===== config.mk =====
export PLATFORM = sky130hd
export DESIGN_NAME = public_loop_port_init
export DESIGN_NICKNAME = d
export VERILOG_FILES = /design/src/loop_port_pkg.sv /design/src/public_loop_port_init.sv /design/src/tov_timer.sv
export VERILOG_INCLUDE_DIRS = /design/src
export SDC_FILE = /design/constraint.sdc
export NUM_CORES = 1
export LEC_CHECK = 0
export ABC_AREA = 1
export BUFFER_PORTS_ARGS = -buffer_cell sky130_fd_sc_hd__buf_2
export CORE_ASPECT_RATIO = 0.7
export CORE_MARGIN = 5
export CORE_UTILIZATION = 53
export DETAILED_ROUTE_END_ITERATION = 10
export PLACE_DENSITY = 0.73
export SLEW_MARGIN = 30
export SYNTH_ARGS = -nofsm -noshare
export SYNTH_HDL_FRONTEND = slang
export SYNTH_SLANG_ARGS = --single-unit
export TNS_END_PERCENT = 10

===== constraint.sdc =====
create_clock -name clk -period 4.8 [get_ports clk]
set_clock_uncertainty 0.05 [all_clocks]
set_input_delay 0.48 -clock clk [delete_from_list [all_inputs] [get_ports clk]]
set_output_delay 0.48 -clock clk [all_outputs]
set_load 0.05 [all_outputs]

===== src/loop_port_defs.svh =====
`ifndef LOOP_PORT_DEFS_SVH
`define LOOP_PORT_DEFS_SVH

// Loop and fabric addresses
`define FABRIC_ALPA      8'h00
`define FLOGI_DID        24'hfffffe
`define DIRSRV_DID       24'hfffffc

// Link service reason for busy rejects (unable to perform now)
`define RJT_REASON_BUSY  8'h09

// Reset values
`define TOV_RESET        32'h0000_0000
`define ALPA_RESET       8'h00

`endif


===== src/loop_port_pkg.sv =====
package loop_port_pkg;

	// Sequencer states
	typedef enum logic [3:0] {
		S_IDLE,
		S_LIP,
		S_DECIDE,
		S_FLOGI,
		S_FLOGI_WAIT,
		S_ADDR_CHG,
		S_RECOVER,
		S_FAN_WAIT,
		S_RESUME,
		S_NS_LOGIN,
		S_NS_WAIT,
		S_DONE,
		S_PRIVATE
	} seq_state_e;

	// Received frame classes
	typedef enum logic [2:0] {
		F_OTHER,
		F_FAN,
		F_ADISC,
		F_PLOGI,
		F_LOGO_ACC
	} frame_kind_e;

	// Actions requested of the frame engine
	typedef enum logic [1:0] {
		A_PASS,
		A_DISCARD,
		A_REJECT,
		A_SEND_LOGO
	} frame_act_e;

endpackage


===== src/public_loop_port_init.sv =====
// How it works
// - Fabric login is sent to loop address 00h, destination fffffe.
// - Frames from the fabric port with differing source IDs are all accepted.
// - Remote-port traffic opens loop address 00h.
// - Timeouts come from the fabric login accept reply.
// - Reclaim fabric-assigned address in LIFA if previously addressed and logged in.
// - Redo fabric login on L bit, lost address, no address or no login.
// - During login open 00h full duplex, ignore FAN, reject ADISC/PLOGI busy.
// - Login failure goes private; unchanged clear L resumes; else register.
// - Address change drops exchanges, logs out all ports, enters recovery.
// - Recovery waits resource timeout, keeps only PLOGI, ADISC, LOGO accept.
// - Recovery rejects PLOGI busy and answers ADISC with a LOGO request.
// - No login needed: wait error timeout for FAN, reject ADISC/PLOGI meanwhile.
// - FAN match of address and names resumes, otherwise relogin.
// - FAN timeout leads to fabric login.
// - Unchanged address resumes exchanges; private devices need authentication.
// - Log in to directory at fffffc, try RFC-4, finish regardless.
// - No fabric port on loop means private-loop completion.
// - LIFA bit set only if logged in to the fabric before LIP.
`timescale 1ns/10ps
`include "loop_port_defs.svh"

module public_loop_port_init
	import loop_port_pkg::*;
#(
	parameter int TOV_W   = 32,
	parameter int TICK_DIV = 50
) (
	// Clock and reset
	input  wire logic              clk,
	input  wire logic              sys_rst,
	// Loop initialization results
	input  wire logic              lipStart,
	input  wire logic              lipDone,
	input  wire logic              lispLBit,
	input  wire logic              alpaAcquired,
	input  wire logic [7:0]        alpaNow,
	input  wire logic              flPortPresent,
	// Fabric login handshake
	output logic                   flogiReq,
	output logic [23:0]            reqDestId,
	output logic [7:0]             openAlpa,
	output logic                   openFullDuplex,
	input  wire logic              flogiAck,
	input  wire logic              flogiOk,
	input  wire logic              flogiAddrChanged,
	input  wire logic [TOV_W-1:0]  accEdTov,
	input  wire logic [TOV_W-1:0]  accRaTov,
	// Directory registration handshake
	output logic                   nsReq,
	input  wire logic              nsAck,
	// Received frames
	input  wire logic              rxValid,
	input  wire frame_kind_e       rxKind,
	input  wire logic              fanMatch,
	output logic                   rxAccept,
	output frame_act_e             rxAction,
	output logic [7:0]             rjtReason,
	// Session control
	output logic                   claimFabricAlpa,
	output logic                   dropExchanges,
	output logic                   implicitLogoAll,
	output logic                   fabricLogout,
	output logic                   resumeExchanges,
	output logic                   privateAuthNeeded,
	output logic                   initDone,
	output logic                   privateMode
);

	initial begin
		if (TOV_W < 8) $error("TOV_W too small");
		if (TICK_DIV < 1) $error("TICK_DIV must be positive");
		if (TICK_DIV > 65536) $error("TICK_DIV exceeds divider width");
	end

	// ----------------------------------------------------------------
	// State and held login context
	// ----------------------------------------------------------------
	seq_state_e       state;
	seq_state_e       next_state;
	logic             hadAlpa;
	logic             loggedIn;
	logic [7:0]       prevAlpa;
	logic             firstLogin;
	logic [TOV_W-1:0] edTov;
	logic [TOV_W-1:0] raTov;

	// ----------------------------------------------------------------
	// Millisecond tick divider
	// ----------------------------------------------------------------
	logic [15:0] divCount;
	logic        tick;

	assign tick = (divCount == 16'(TICK_DIV - 1));

	// Free-running divider; timeouts are counted in its ticks
	always_ff @(posedge clk or posedge sys_rst) begin
		if (sys_rst) begin
			divCount <= 16'h0000;
		end else if (tick) begin
			divCount <= 16'h0000;
		end else begin
			divCount <= divCount + 16'h0001;
		end
	end

	// ----------------------------------------------------------------
	// Timeout counter
	// ----------------------------------------------------------------
	logic             tLoad;
	logic [TOV_W-1:0] tValue;
	logic             tExpired;

	// Entering recovery loads the resource timeout, FAN wait the error one
	assign tLoad  = (next_state != state) &&
			((next_state == S_RECOVER) || (next_state == S_FAN_WAIT));
	assign tValue = (next_state == S_RECOVER) ? raTov : edTov;

	tov_timer #(.WIDTH(TOV_W)) u_timer (
		.clk       (clk),
		.sys_rst   (sys_rst),
		.load      (tLoad),
		.loadValue (tValue),
		.tick      (tick),
		.expired   (tExpired),
		.running   ()
	);

	// ----------------------------------------------------------------
	// Loop initialization results
	// ----------------------------------------------------------------
	// The loop logic may move on once lipDone has passed, so the levels
	// seen with it are kept for the decisions after the login reply
	logic       lBitHeld;
	logic       acqHeld;
	logic [7:0] alpaHeld;
	logic       lBitSeen;
	logic       acqSeen;
	logic [7:0] alpaSeen;

	assign lBitSeen = (state == S_LIP) ? lispLBit : lBitHeld;
	assign acqSeen  = (state == S_LIP) ? alpaAcquired : acqHeld;
	assign alpaSeen = (state == S_LIP) ? alpaNow : alpaHeld;

	// Captured on the edge that ends the initialization
	always_ff @(posedge clk or posedge sys_rst) begin
		if (sys_rst) begin
			lBitHeld <= 1'b0;
			acqHeld  <= 1'b0;
			alpaHeld <= `ALPA_RESET;
		end else if (state == S_LIP && lipDone) begin
			lBitHeld <= lispLBit;
			acqHeld  <= alpaAcquired;
			alpaHeld <= alpaNow;
		end
	end

	// ----------------------------------------------------------------
	// Decisions
	// ----------------------------------------------------------------
	logic addrKept;
	logic needFlogi;

	assign addrKept  = hadAlpa && acqSeen && (alpaSeen == prevAlpa);
	// Any of these forces a fresh login
	assign needFlogi = lBitSeen || !addrKept || !hadAlpa || !loggedIn;

	// Address reclaim during LIFA only with prior address and login
	assign claimFabricAlpa = (state == S_LIP) && hadAlpa && loggedIn;

	// ----------------------------------------------------------------
	// Sequencer next state
	// ----------------------------------------------------------------
	always_comb begin
		next_state = state;
		unique case (state)
			S_IDLE: begin
				if (lipStart) next_state = S_LIP;
			end
			S_LIP: begin
				if (lipDone) begin
					if (!flPortPresent)
						next_state = S_PRIVATE;
					else if (needFlogi)
						next_state = S_FLOGI;
					else
						next_state = S_FAN_WAIT;
				end
			end
			S_DECIDE: next_state = S_FLOGI;
			S_FLOGI: next_state = S_FLOGI_WAIT;
			S_FLOGI_WAIT: begin
				if (flogiAck) begin
					if (!flogiOk)
						next_state = S_PRIVATE;
					else if (flogiAddrChanged || !addrKept || firstLogin)
						next_state = S_ADDR_CHG;
					else if (!lBitSeen)
						next_state = S_RESUME;
					else
						next_state = S_NS_LOGIN;
				end
			end
			S_ADDR_CHG: next_state = S_RECOVER;
			S_RECOVER: begin
				if (tExpired) next_state = S_NS_LOGIN;
			end
			S_FAN_WAIT: begin
				if (rxValid && rxKind == F_FAN)
					next_state = fanMatch ? S_RESUME : S_FLOGI;
				else if (tExpired)
					next_state = S_FLOGI;
			end
			S_RESUME: next_state = S_DONE;
			S_NS_LOGIN: next_state = S_NS_WAIT;
			S_NS_WAIT: begin
				if (nsAck) next_state = S_DONE;
			end
			S_DONE, S_PRIVATE: begin
				if (lipStart) next_state = S_LIP;
			end
			default: next_state = S_IDLE;
		endcase
	end

	// A new LIP always restarts the sequence
	always_ff @(posedge clk or posedge sys_rst) begin
		if (sys_rst) begin
			state <= S_IDLE;
		end else if (lipStart) begin
			state <= S_LIP;
		end else begin
			state <= next_state;
		end
	end

	// ----------------------------------------------------------------
	// Login context
	// ----------------------------------------------------------------
	logic flogiPass;

	assign flogiPass = (state == S_FLOGI_WAIT) && flogiAck && flogiOk;

	// Timeouts captured from the login accept, address from the held loop results
	always_ff @(posedge clk or posedge sys_rst) begin
		if (sys_rst) begin
			edTov      <= `TOV_RESET;
			raTov      <= `TOV_RESET;
			loggedIn   <= 1'b0;
			hadAlpa    <= 1'b0;
			prevAlpa   <= `ALPA_RESET;
			firstLogin <= 1'b1;
		end else if (flogiPass) begin
			edTov      <= accEdTov;
			raTov      <= accRaTov;
			loggedIn   <= 1'b1;
			hadAlpa    <= 1'b1;
			prevAlpa   <= alpaSeen;
			firstLogin <= 1'b0;
		end else if (fabricLogout) begin
			loggedIn   <= 1'b0;
			// No completed login before this LIP means addressing is new
			if (state == S_LIP)
				firstLogin <= !loggedIn;
		end else if (state == S_PRIVATE) begin
			hadAlpa    <= acqSeen;
			prevAlpa   <= alpaSeen;
		end
	end

	// ----------------------------------------------------------------
	// Link requests
	// ----------------------------------------------------------------
	// Fabric login goes out via loop address 00h in full duplex
	assign flogiReq       = (state == S_FLOGI);
	assign nsReq          = (state == S_NS_LOGIN);
	assign openFullDuplex = (state == S_FLOGI) || (state == S_FLOGI_WAIT);
	assign openAlpa       = `FABRIC_ALPA;

	// Destination register follows the pending request
	always_ff @(posedge clk or posedge sys_rst) begin
		if (sys_rst) begin
			reqDestId <= `FLOGI_DID;
		end else if (next_state == S_FLOGI) begin
			reqDestId <= `FLOGI_DID;
		end else if (next_state == S_NS_LOGIN) begin
			reqDestId <= `DIRSRV_DID;
		end
	end

	// ----------------------------------------------------------------
	// Session control pulses and completion levels
	// ----------------------------------------------------------------
	assign dropExchanges   = (state == S_ADDR_CHG);
	assign implicitLogoAll = (state == S_ADDR_CHG);
	// Logging out of fabric before a relogin chosen at LIP end or on a FAN mismatch, not on FAN timeout
	assign fabricLogout    = (state == S_LIP && lipDone && flPortPresent &&
				  needFlogi) ||
				 (state == S_FAN_WAIT && rxValid &&
				  rxKind == F_FAN && !fanMatch);
	assign resumeExchanges   = (state == S_RESUME);
	assign privateAuthNeeded = (state == S_RESUME);
	assign initDone          = (state == S_DONE);
	assign privateMode       = (state == S_PRIVATE);

	// ----------------------------------------------------------------
	// Frame filter
	// ----------------------------------------------------------------
	logic isReqLs;
	logic inFlogi;

	assign isReqLs = (rxKind == F_ADISC) || (rxKind == F_PLOGI);
	assign inFlogi = (state == S_FLOGI) || (state == S_FLOGI_WAIT);

	// Multiple source IDs in one tenancy are never filtered here
	always_comb begin
		rxAction = A_PASS;
		if (inFlogi) begin
			if (isReqLs)
				rxAction = A_REJECT;
			else if (rxKind == F_FAN)
				rxAction = A_DISCARD;
		end else if (state == S_RECOVER) begin
			if (rxKind == F_PLOGI)
				rxAction = A_REJECT;
			else if (rxKind == F_ADISC)
				rxAction = A_SEND_LOGO;
			else if (rxKind != F_LOGO_ACC)
				rxAction = A_DISCARD;
		end else if (state == S_FAN_WAIT) begin
			if (isReqLs)
				rxAction = A_REJECT;
			else if (rxKind != F_FAN)
				rxAction = A_DISCARD;
		end
	end

	assign rxAccept  = rxValid && (rxAction == A_PASS);
	assign rjtReason = `RJT_REASON_BUSY;

endmodule


===== src/tov_timer.sv =====
`timescale 1ns/10ps
`include "loop_port_defs.svh"

// Loadable down-counter for fabric-supplied timeouts, one tick per enable
module tov_timer #(
	parameter int WIDTH = 32
) (
	// Clock and reset
	input  wire logic             clk,
	input  wire logic             sys_rst,
	// Control
	input  wire logic             load,
	input  wire logic [WIDTH-1:0] loadValue,
	input  wire logic             tick,
	// Status
	output logic                  expired,
	output logic                  running
);

	initial begin
		if (WIDTH < 2) $error("tov_timer WIDTH too small");
	end

	logic [WIDTH-1:0] count;

	// Zero count while running means expiry
	assign expired = running && (count == '0);

	// Count down on each enable pulse; a load restarts the wait
	always_ff @(posedge clk or posedge sys_rst) begin
		if (sys_rst) begin
			count   <= '0;
			running <= 1'b0;
		end else if (load) begin
			count   <= loadValue;
			running <= 1'b1;
		end else if (expired) begin
			running <= 1'b0;
		end else if (running && tick) begin
			count   <= count - 1'b1;
		end
	end

endmodule

== After elaboration in Yosys (flattened, before gate mapping) ==
Index checks and enable logic that the tools add are counted.
Widths: inputs -> output; s select.
Storage, ports and cells
  flip-flop bits (word level): 162
  output and inout port bits: 54
Cells by class
  mux-type cells: 48
  reduce and logical (&&, ||, !) cells: 43
  add/subtract/negate cells: 2
  equal/unequal tests: 26
Operators by type and width (count)
  $mux 32: 4
  $mux 24: 2
  $mux 4: 12
  $pmux 4 s11: 1
  $logic_not 32->1: 1
  $mux 8: 4
  $sub 32x1->32 const B: 1
  $eq 4x3->1 const B: 6
  $eq 4x4->1 const B: 6
  $logic_and 1x1->1: 17
  $add 16x1->16 const B: 1
  $eq 16x6->1 const B: 1
  $mux 1: 16
  $mux 16: 1
  $mux 2: 7
  $eq 4x2->1 const B: 3
  $reduce_bool 2->1: 6
  $logic_or 1x1->1: 9
  $eq 8x8->1: 1
  $eq 3x2->1 const B: 2
  $reduce_and 2->1: 3
  $eq 4x1->1 const B: 1
  $logic_not 1->1: 4
  $logic_not 4->1: 1
  other kinds (9): 9

== Longest topological paths before layout ==
  word-level depth: 17
  gate-level depth with buffers: 26
  gate-level depth less buffers: 23

== Modules after synthesis ==
A second synthesis with hierarchy kept.
Second synthesis, totals
  cells, all modules: 1199
  area total of the unflattened synthesis: 8520.7 um^2
By module, submodules not included
  public_loop_port_init: instances 1, cells each 781, area each 5984.5 um^2, seq. area each 2655.0 um^2
  tov_timer: instances 1, cells each 418, area each 2536.2 um^2, seq. area each 825.8 um^2

== Worst setup path after synthesis ==
No wires, ideal clock.
  kind: register to output
  start: reg state[0]
  end: out rxAccept
  cell stages (with the launch flop): 9
  path slack: 0.745 ns
  data arrival time: 3.525 ns
  path through: dfrtp_1 buf_4 nand2_1 nor2_1 nor2_1 inv_1 nand2_1 o311ai_0 nor3b_1
RTL lines
  start: declaration: RTL line public_loop_port_init.sv:79  | seq_state_e state;
  start signal: assignment: RTL line public_loop_port_init.sv:233  | state <= next_state;
  $eq 4x2->1
  via flogiReq: RTL line public_loop_port_init.sv:40  | output logic flogiReq,
  $logic_or 1x1->1: RTL line public_loop_port_init.sv:313  | assign inFlogi = (state == S_FLOGI) || (state == S_FLOGI_WAIT);
  via openFullDuplex: RTL line public_loop_port_init.sv:43  | output logic openFullDuplex,
  $mux 2: RTL line public_loop_port_init.sv:318  | if (inFlogi) begin
  via rxAction[0]: RTL line public_loop_port_init.sv:57  | output frame_act_e rxAction,
  $logic_not 2->1: RTL line public_loop_port_init.sv:338  | assign rxAccept = rxValid && (rxAction == A_PASS);
  $logic_and 1x1->1: RTL line public_loop_port_init.sv:338
  end: declaration: RTL line public_loop_port_init.sv:56  | output logic rxAccept,
The timed path passes the listed nets, and every way through them passes these cells.

== Worst setup path in the final report ==
  start: reg state[0]
  end: reg u_timer.count[5]
On the way
  cells in the longest elaborated chain, start to end: 17
Ends and longest elaborated chain
  $eq 4x1->1
  $mux 8 or $mux 1 (tied branches): RTL line public_loop_port_init.sv:143, public_loop_port_init.sv:142
  $eq 8x8->1 or $logic_and 1x1->1 (tied branches): RTL line public_loop_port_init.sv:164  | assign addrKept = hadAlpa && acqSeen && (alpaSeen == prevAlpa);
  $logic_and 1x1->1: RTL line public_loop_port_init.sv:164
  $logic_not 1->1: RTL line public_loop_port_init.sv:166, public_loop_port_init.sv:196
  $logic_or 1x1->1 (3 in series): RTL line public_loop_port_init.sv:166  | assign needFlogi = lBitSeen || !addrKept || !hadAlpa || !loggedIn;
  $mux 3: RTL line public_loop_port_init.sv:184  | else if (needFlogi)
  $mux 4: RTL line public_loop_port_init.sv:182  | if (!flPortPresent)
  $mux 4: RTL line public_loop_port_init.sv:181  | if (lipDone) begin
  $pmux 4 s11: RTL line public_loop_port_init.sv:176  | unique case (state)
  $eq 4x3->1, on equally long branches: RTL line public_loop_port_init.sv:116, public_loop_port_init.sv:117
  $logic_or 1x1->1: RTL line public_loop_port_init.sv:116  | ((next_state == S_RECOVER) || (next_state == S_FAN_WAIT));
  $logic_and 1x1->1: RTL line public_loop_port_init.sv:115  | assign tLoad = (next_state != state) &&
  $ne 2x2->1 (no source line) or $reduce_bool 2->1 (tied branches)
  $reduce_and 2->1 (no source line)
  end signal: assignment: RTL line tov_timer.sv:35  | count <= loadValue;
  end signal: assignment: RTL line tov_timer.sv:40  | count <= count - 1'b1;
  end: declaration: RTL line tov_timer.sv:24  | logic [WIDTH-1:0] count;
Parallel ways exist; a longest one is shown, timed or not.
A chain may end at the register's enable or synchronous reset.

==> impl_metrics.py <==
metrics = {
    "synthesis": {
        "yosys.area.top_type": "dfrtp_1",
        "synthCells": 1185,
        "synth_seq_cells": 139,
        "ys_top_cells_by_area": "dfrtp_1, nand2_1, nand3_1",
        "ys_seq_area_share_pct": 41.8,
        "netlist_area_sq_mm": 0.00832,
        "synth_top_area_share_pct": 41.2,
        "async_reset_ff_share_pct": 100,
        "synthFlopType": "dfrtp_1",
        "synth_edf_count": 0,
        "ys_types": 46,
        "yosysWarnings": 0,
        "synth.avg_cell_area_sq_um": 7.02,
    },
    "timing": {
        "slew_headroom_pct": 48.0,
        "fin_crit_ps": 3810,
        "finalMaxSlewViolations": 0,
        "grt_setup_unrepaired": "no",
        "period_share_pct": 79.4,
        "finalSetupTns_ps": 0,
        "fmax_mhz": 262,
        "worstMarginPinSlew_ps": 774,
        "whs_ps": 127,
        "finalHoldViolCount": 0,
        "setup_viol": 0,
        "fin_ws_ps": 989,
    },
    "power": {
        "p_clk_share_pct": 24.0,
        "swShare_pct": 45.3,
        "pwr-share-comb_pct": 41.0,
        "power_mw": 5.73,
        "power_density_mw_per_mm2": 612,
        "seqPwrFrac_pct": 35.1,
        "p_switching_mw": 2.59,
        "max-vdd-ir-drop_mv": 0.317,
        "internal_power_mw": 3.14,
        "leakage_nw": 5.24,
    },
    "cells_and_area": {
        "final_util_pct": 60.5,
        "diodes": 0,
        "seq_area_sq_mm": 0.00348,
        "drive_gt1_share_pct": 13.3,
        "area_delta_synth_final_pct": 12.4,
        "multi_input_comb_area_sq_mm": 0.00396,
        "design_area_sq_mm": 0.00935,
        "layout_commonest_cell": "nand2_1",
        "layout_common_cells": "nand2_1, dfrtp_1, nand3_1, inv_1, buf_2",
        "finish.net_count": 1357,
        "fill_cells": 1381,
        "finalNonFillerCells": 1478,
    },
    "grt": {
        "grt_max_degree": 103,
        "use_met2_pct": 31.4,
        "antenna_found_initial": 0,
        "grt.overflow.total": 0,
        "grtUsageMet3_pct": 5.12,
        "use_met1_pct": 38.9,
        "busiest_layer": "met1",
        "track_usage_pct": 23.8,
        "grt_pass1_vias": 6832,
        "grt_pass1_wl_mm": 35.2,
    },
    "die": {
        "die_x_um": 160,
        "boundaryPins": 142,
        "die_y_um": 115,
        "rows": 38,
        "design.die.area_sq_mm": 0.0183,
        "core_sq_mm": 0.0155,
        "start_util_pct": 53.8,
    },
    "setup_path": {
        "worstSetupPathType": "reg -> reg",
        "reg2reg_slack_ps": 990,
        "r2r-end": "u_timer.count[5]",
        "r2r_start": "state[0]",
        "startpoint_type": "flop",
        "path_max_fanout": 63,
        "worstRegToRegCells": 21,
        "required_ps": 5060,
        "endpoint_kind": "flop",
        "cp.arrival_ps": 4080,
    },
    "routing": {
        "firstDrtPassIters": 6,
        "wire_per_inst_um": 14.5,
        "drt_iter0_drc": 979,
        "postRouteWirelength_mm": 21.5,
        "drt-vias-per-instance": 5.14,
        "drc_errors": 0,
        "dr_total_vias": 7594,
        "ant_nets": 0,
    },
    "clock_network": {
        "clock_sinks": 139,
        "cts_root_buffer": "clkbuf_16",
        "path_clk_slew_ps": 70,
        "clk_latency_ps": 430,
        "hold_buffers": 0,
        "post_cts_buffers": 0,
        "numCtsBuffers": 17,
        "cts_htree_levels": 4,
        "ctsLongestPathBuffers": 2,
        "cts_resized": 0,
        "cts_tree": "yes",
    },
    "placement": {
        "placed_area_sq_mm": 0.00872,
        "pre_cts_ws_ps": 1060,
        "place_hpwl_mm": 15.1,
        "routabilityCongestion": 0.881,
        "placed_cells": 1446,
        "io_buffer_count": 102,
    },
    "min_path": {
        "worstHoldPathType": "in -> async",
    },
    "status": {
        "status": "finished, final reports clean",
    },
    "flow_run": {
        "drv_cap": 0,
    },
}
[critical path, stage by stage (launching register included)]
cell and delay (ps):
dfrtp_1 490, inv_2 100, nor2_4 240, nand2_1 450
nand2_1 200, o21ai_1 100, nand2_1 90, nand2_1 60
nor2_2 210, nand4_1 130, nand2_1 90, nand2_1 80
nand2_1 80, nand2_1 90, nand2_1 60, nand2_1 90
nand2_4 280, nand2_8 290, inv_1 290, nand2_1 90
nand2_1 60, nand2_1 50
[how the worst max path moves through the flow]
stage	start	end	slack (ps)	cells past startpoint
2_1_floorplan	sys_rst	acqHeld	550	1
3_3_place_gp	state[0]	u_timer.count[5]	1140	21
3_5_place_dp	state[0]	u_timer.count[5]	1060	21
4_1_cts	state[0]	u_timer.count[5]	1020	21
5_1_grt	state[0]	u_timer.count[5]	550	23
6_report	state[0]	u_timer.count[5]	990	21
[power by group through the flow]
stage / sequential [mW] / clock [mW] / combinational, mW
after floorplan: 1.89 / 0 / 1.96
after global placement: 2.00 / 0 / 2.26
after detailed placement: 2.00 / 0 / 2.30
after CTS: 1.99 / 1.39 / 2.33
after global routing: 2.05 / 1.44 / 2.67
final: 2.01 / 1.37 / 2.35
[synthesized netlist by cell type, types with 7 or more instances]
library cell  number
inv_1            118
nand3_1          131
xor2_1            20
nand2_1          458
xnor2_1            8
o21ai_1            7
clkbuf_1          20
dfrtp_1          137
buf_4             50
o21ai_0           47
buf_2             11
nand4_1           17
nor2_1            80
nor3_1            18
[final cells by class]
cell class | count | share of cell area (%)
clock buffers | 17 | 4.55
multi-input cells | 875 | 42.4
clock inverters | 15 | 2.10
well taps | 200 | 2.68
inverters | 122 | 4.98
flip-flops and latches | 139 | 37.2
repair buffers | 110 | 6.10
[registers in the layout, indices dropped and copies added (netlist names), 4 cells and up]
register / count
edTov: 32
raTov: 32
u_timer.count: 32
divCount: 16
alpaHeld: 8
prevAlpa: 8
state: 4
[per-layer routing]
metal | vias to the layer above | share of wire [%] | routed length, um
li1 | 3803 | - | -
met1 | 3438 | 50 | 10800
met2 | 329 | 39 | 8470
met3 | 24 | 9.6 | 2060
met4 | 0 | 0.97 | 208
met5 | - | 0 | 0
[logic make-up (layout without fill, tap and decap cells)]
family | after synthesis | in the layout | synth area share (%)
other | 2 | 39 | 0.0903
XOR/XNOR | 28 | 28 | 2.95
AND/OR/NAND/NOR | 730 | 730 | 37.3
flip-flops | 139 | 139 | 41.8
adder cells (fa/ha/maj) | 4 | 4 | 0.602
multiplexers | 1 | 1 | 0.135
buffers and inverters | 208 | 264 | 12.3
AO/OA/AOI/OAI | 73 | 73 | 4.87
Note: power is estimated with default switching activity, not from simulation.
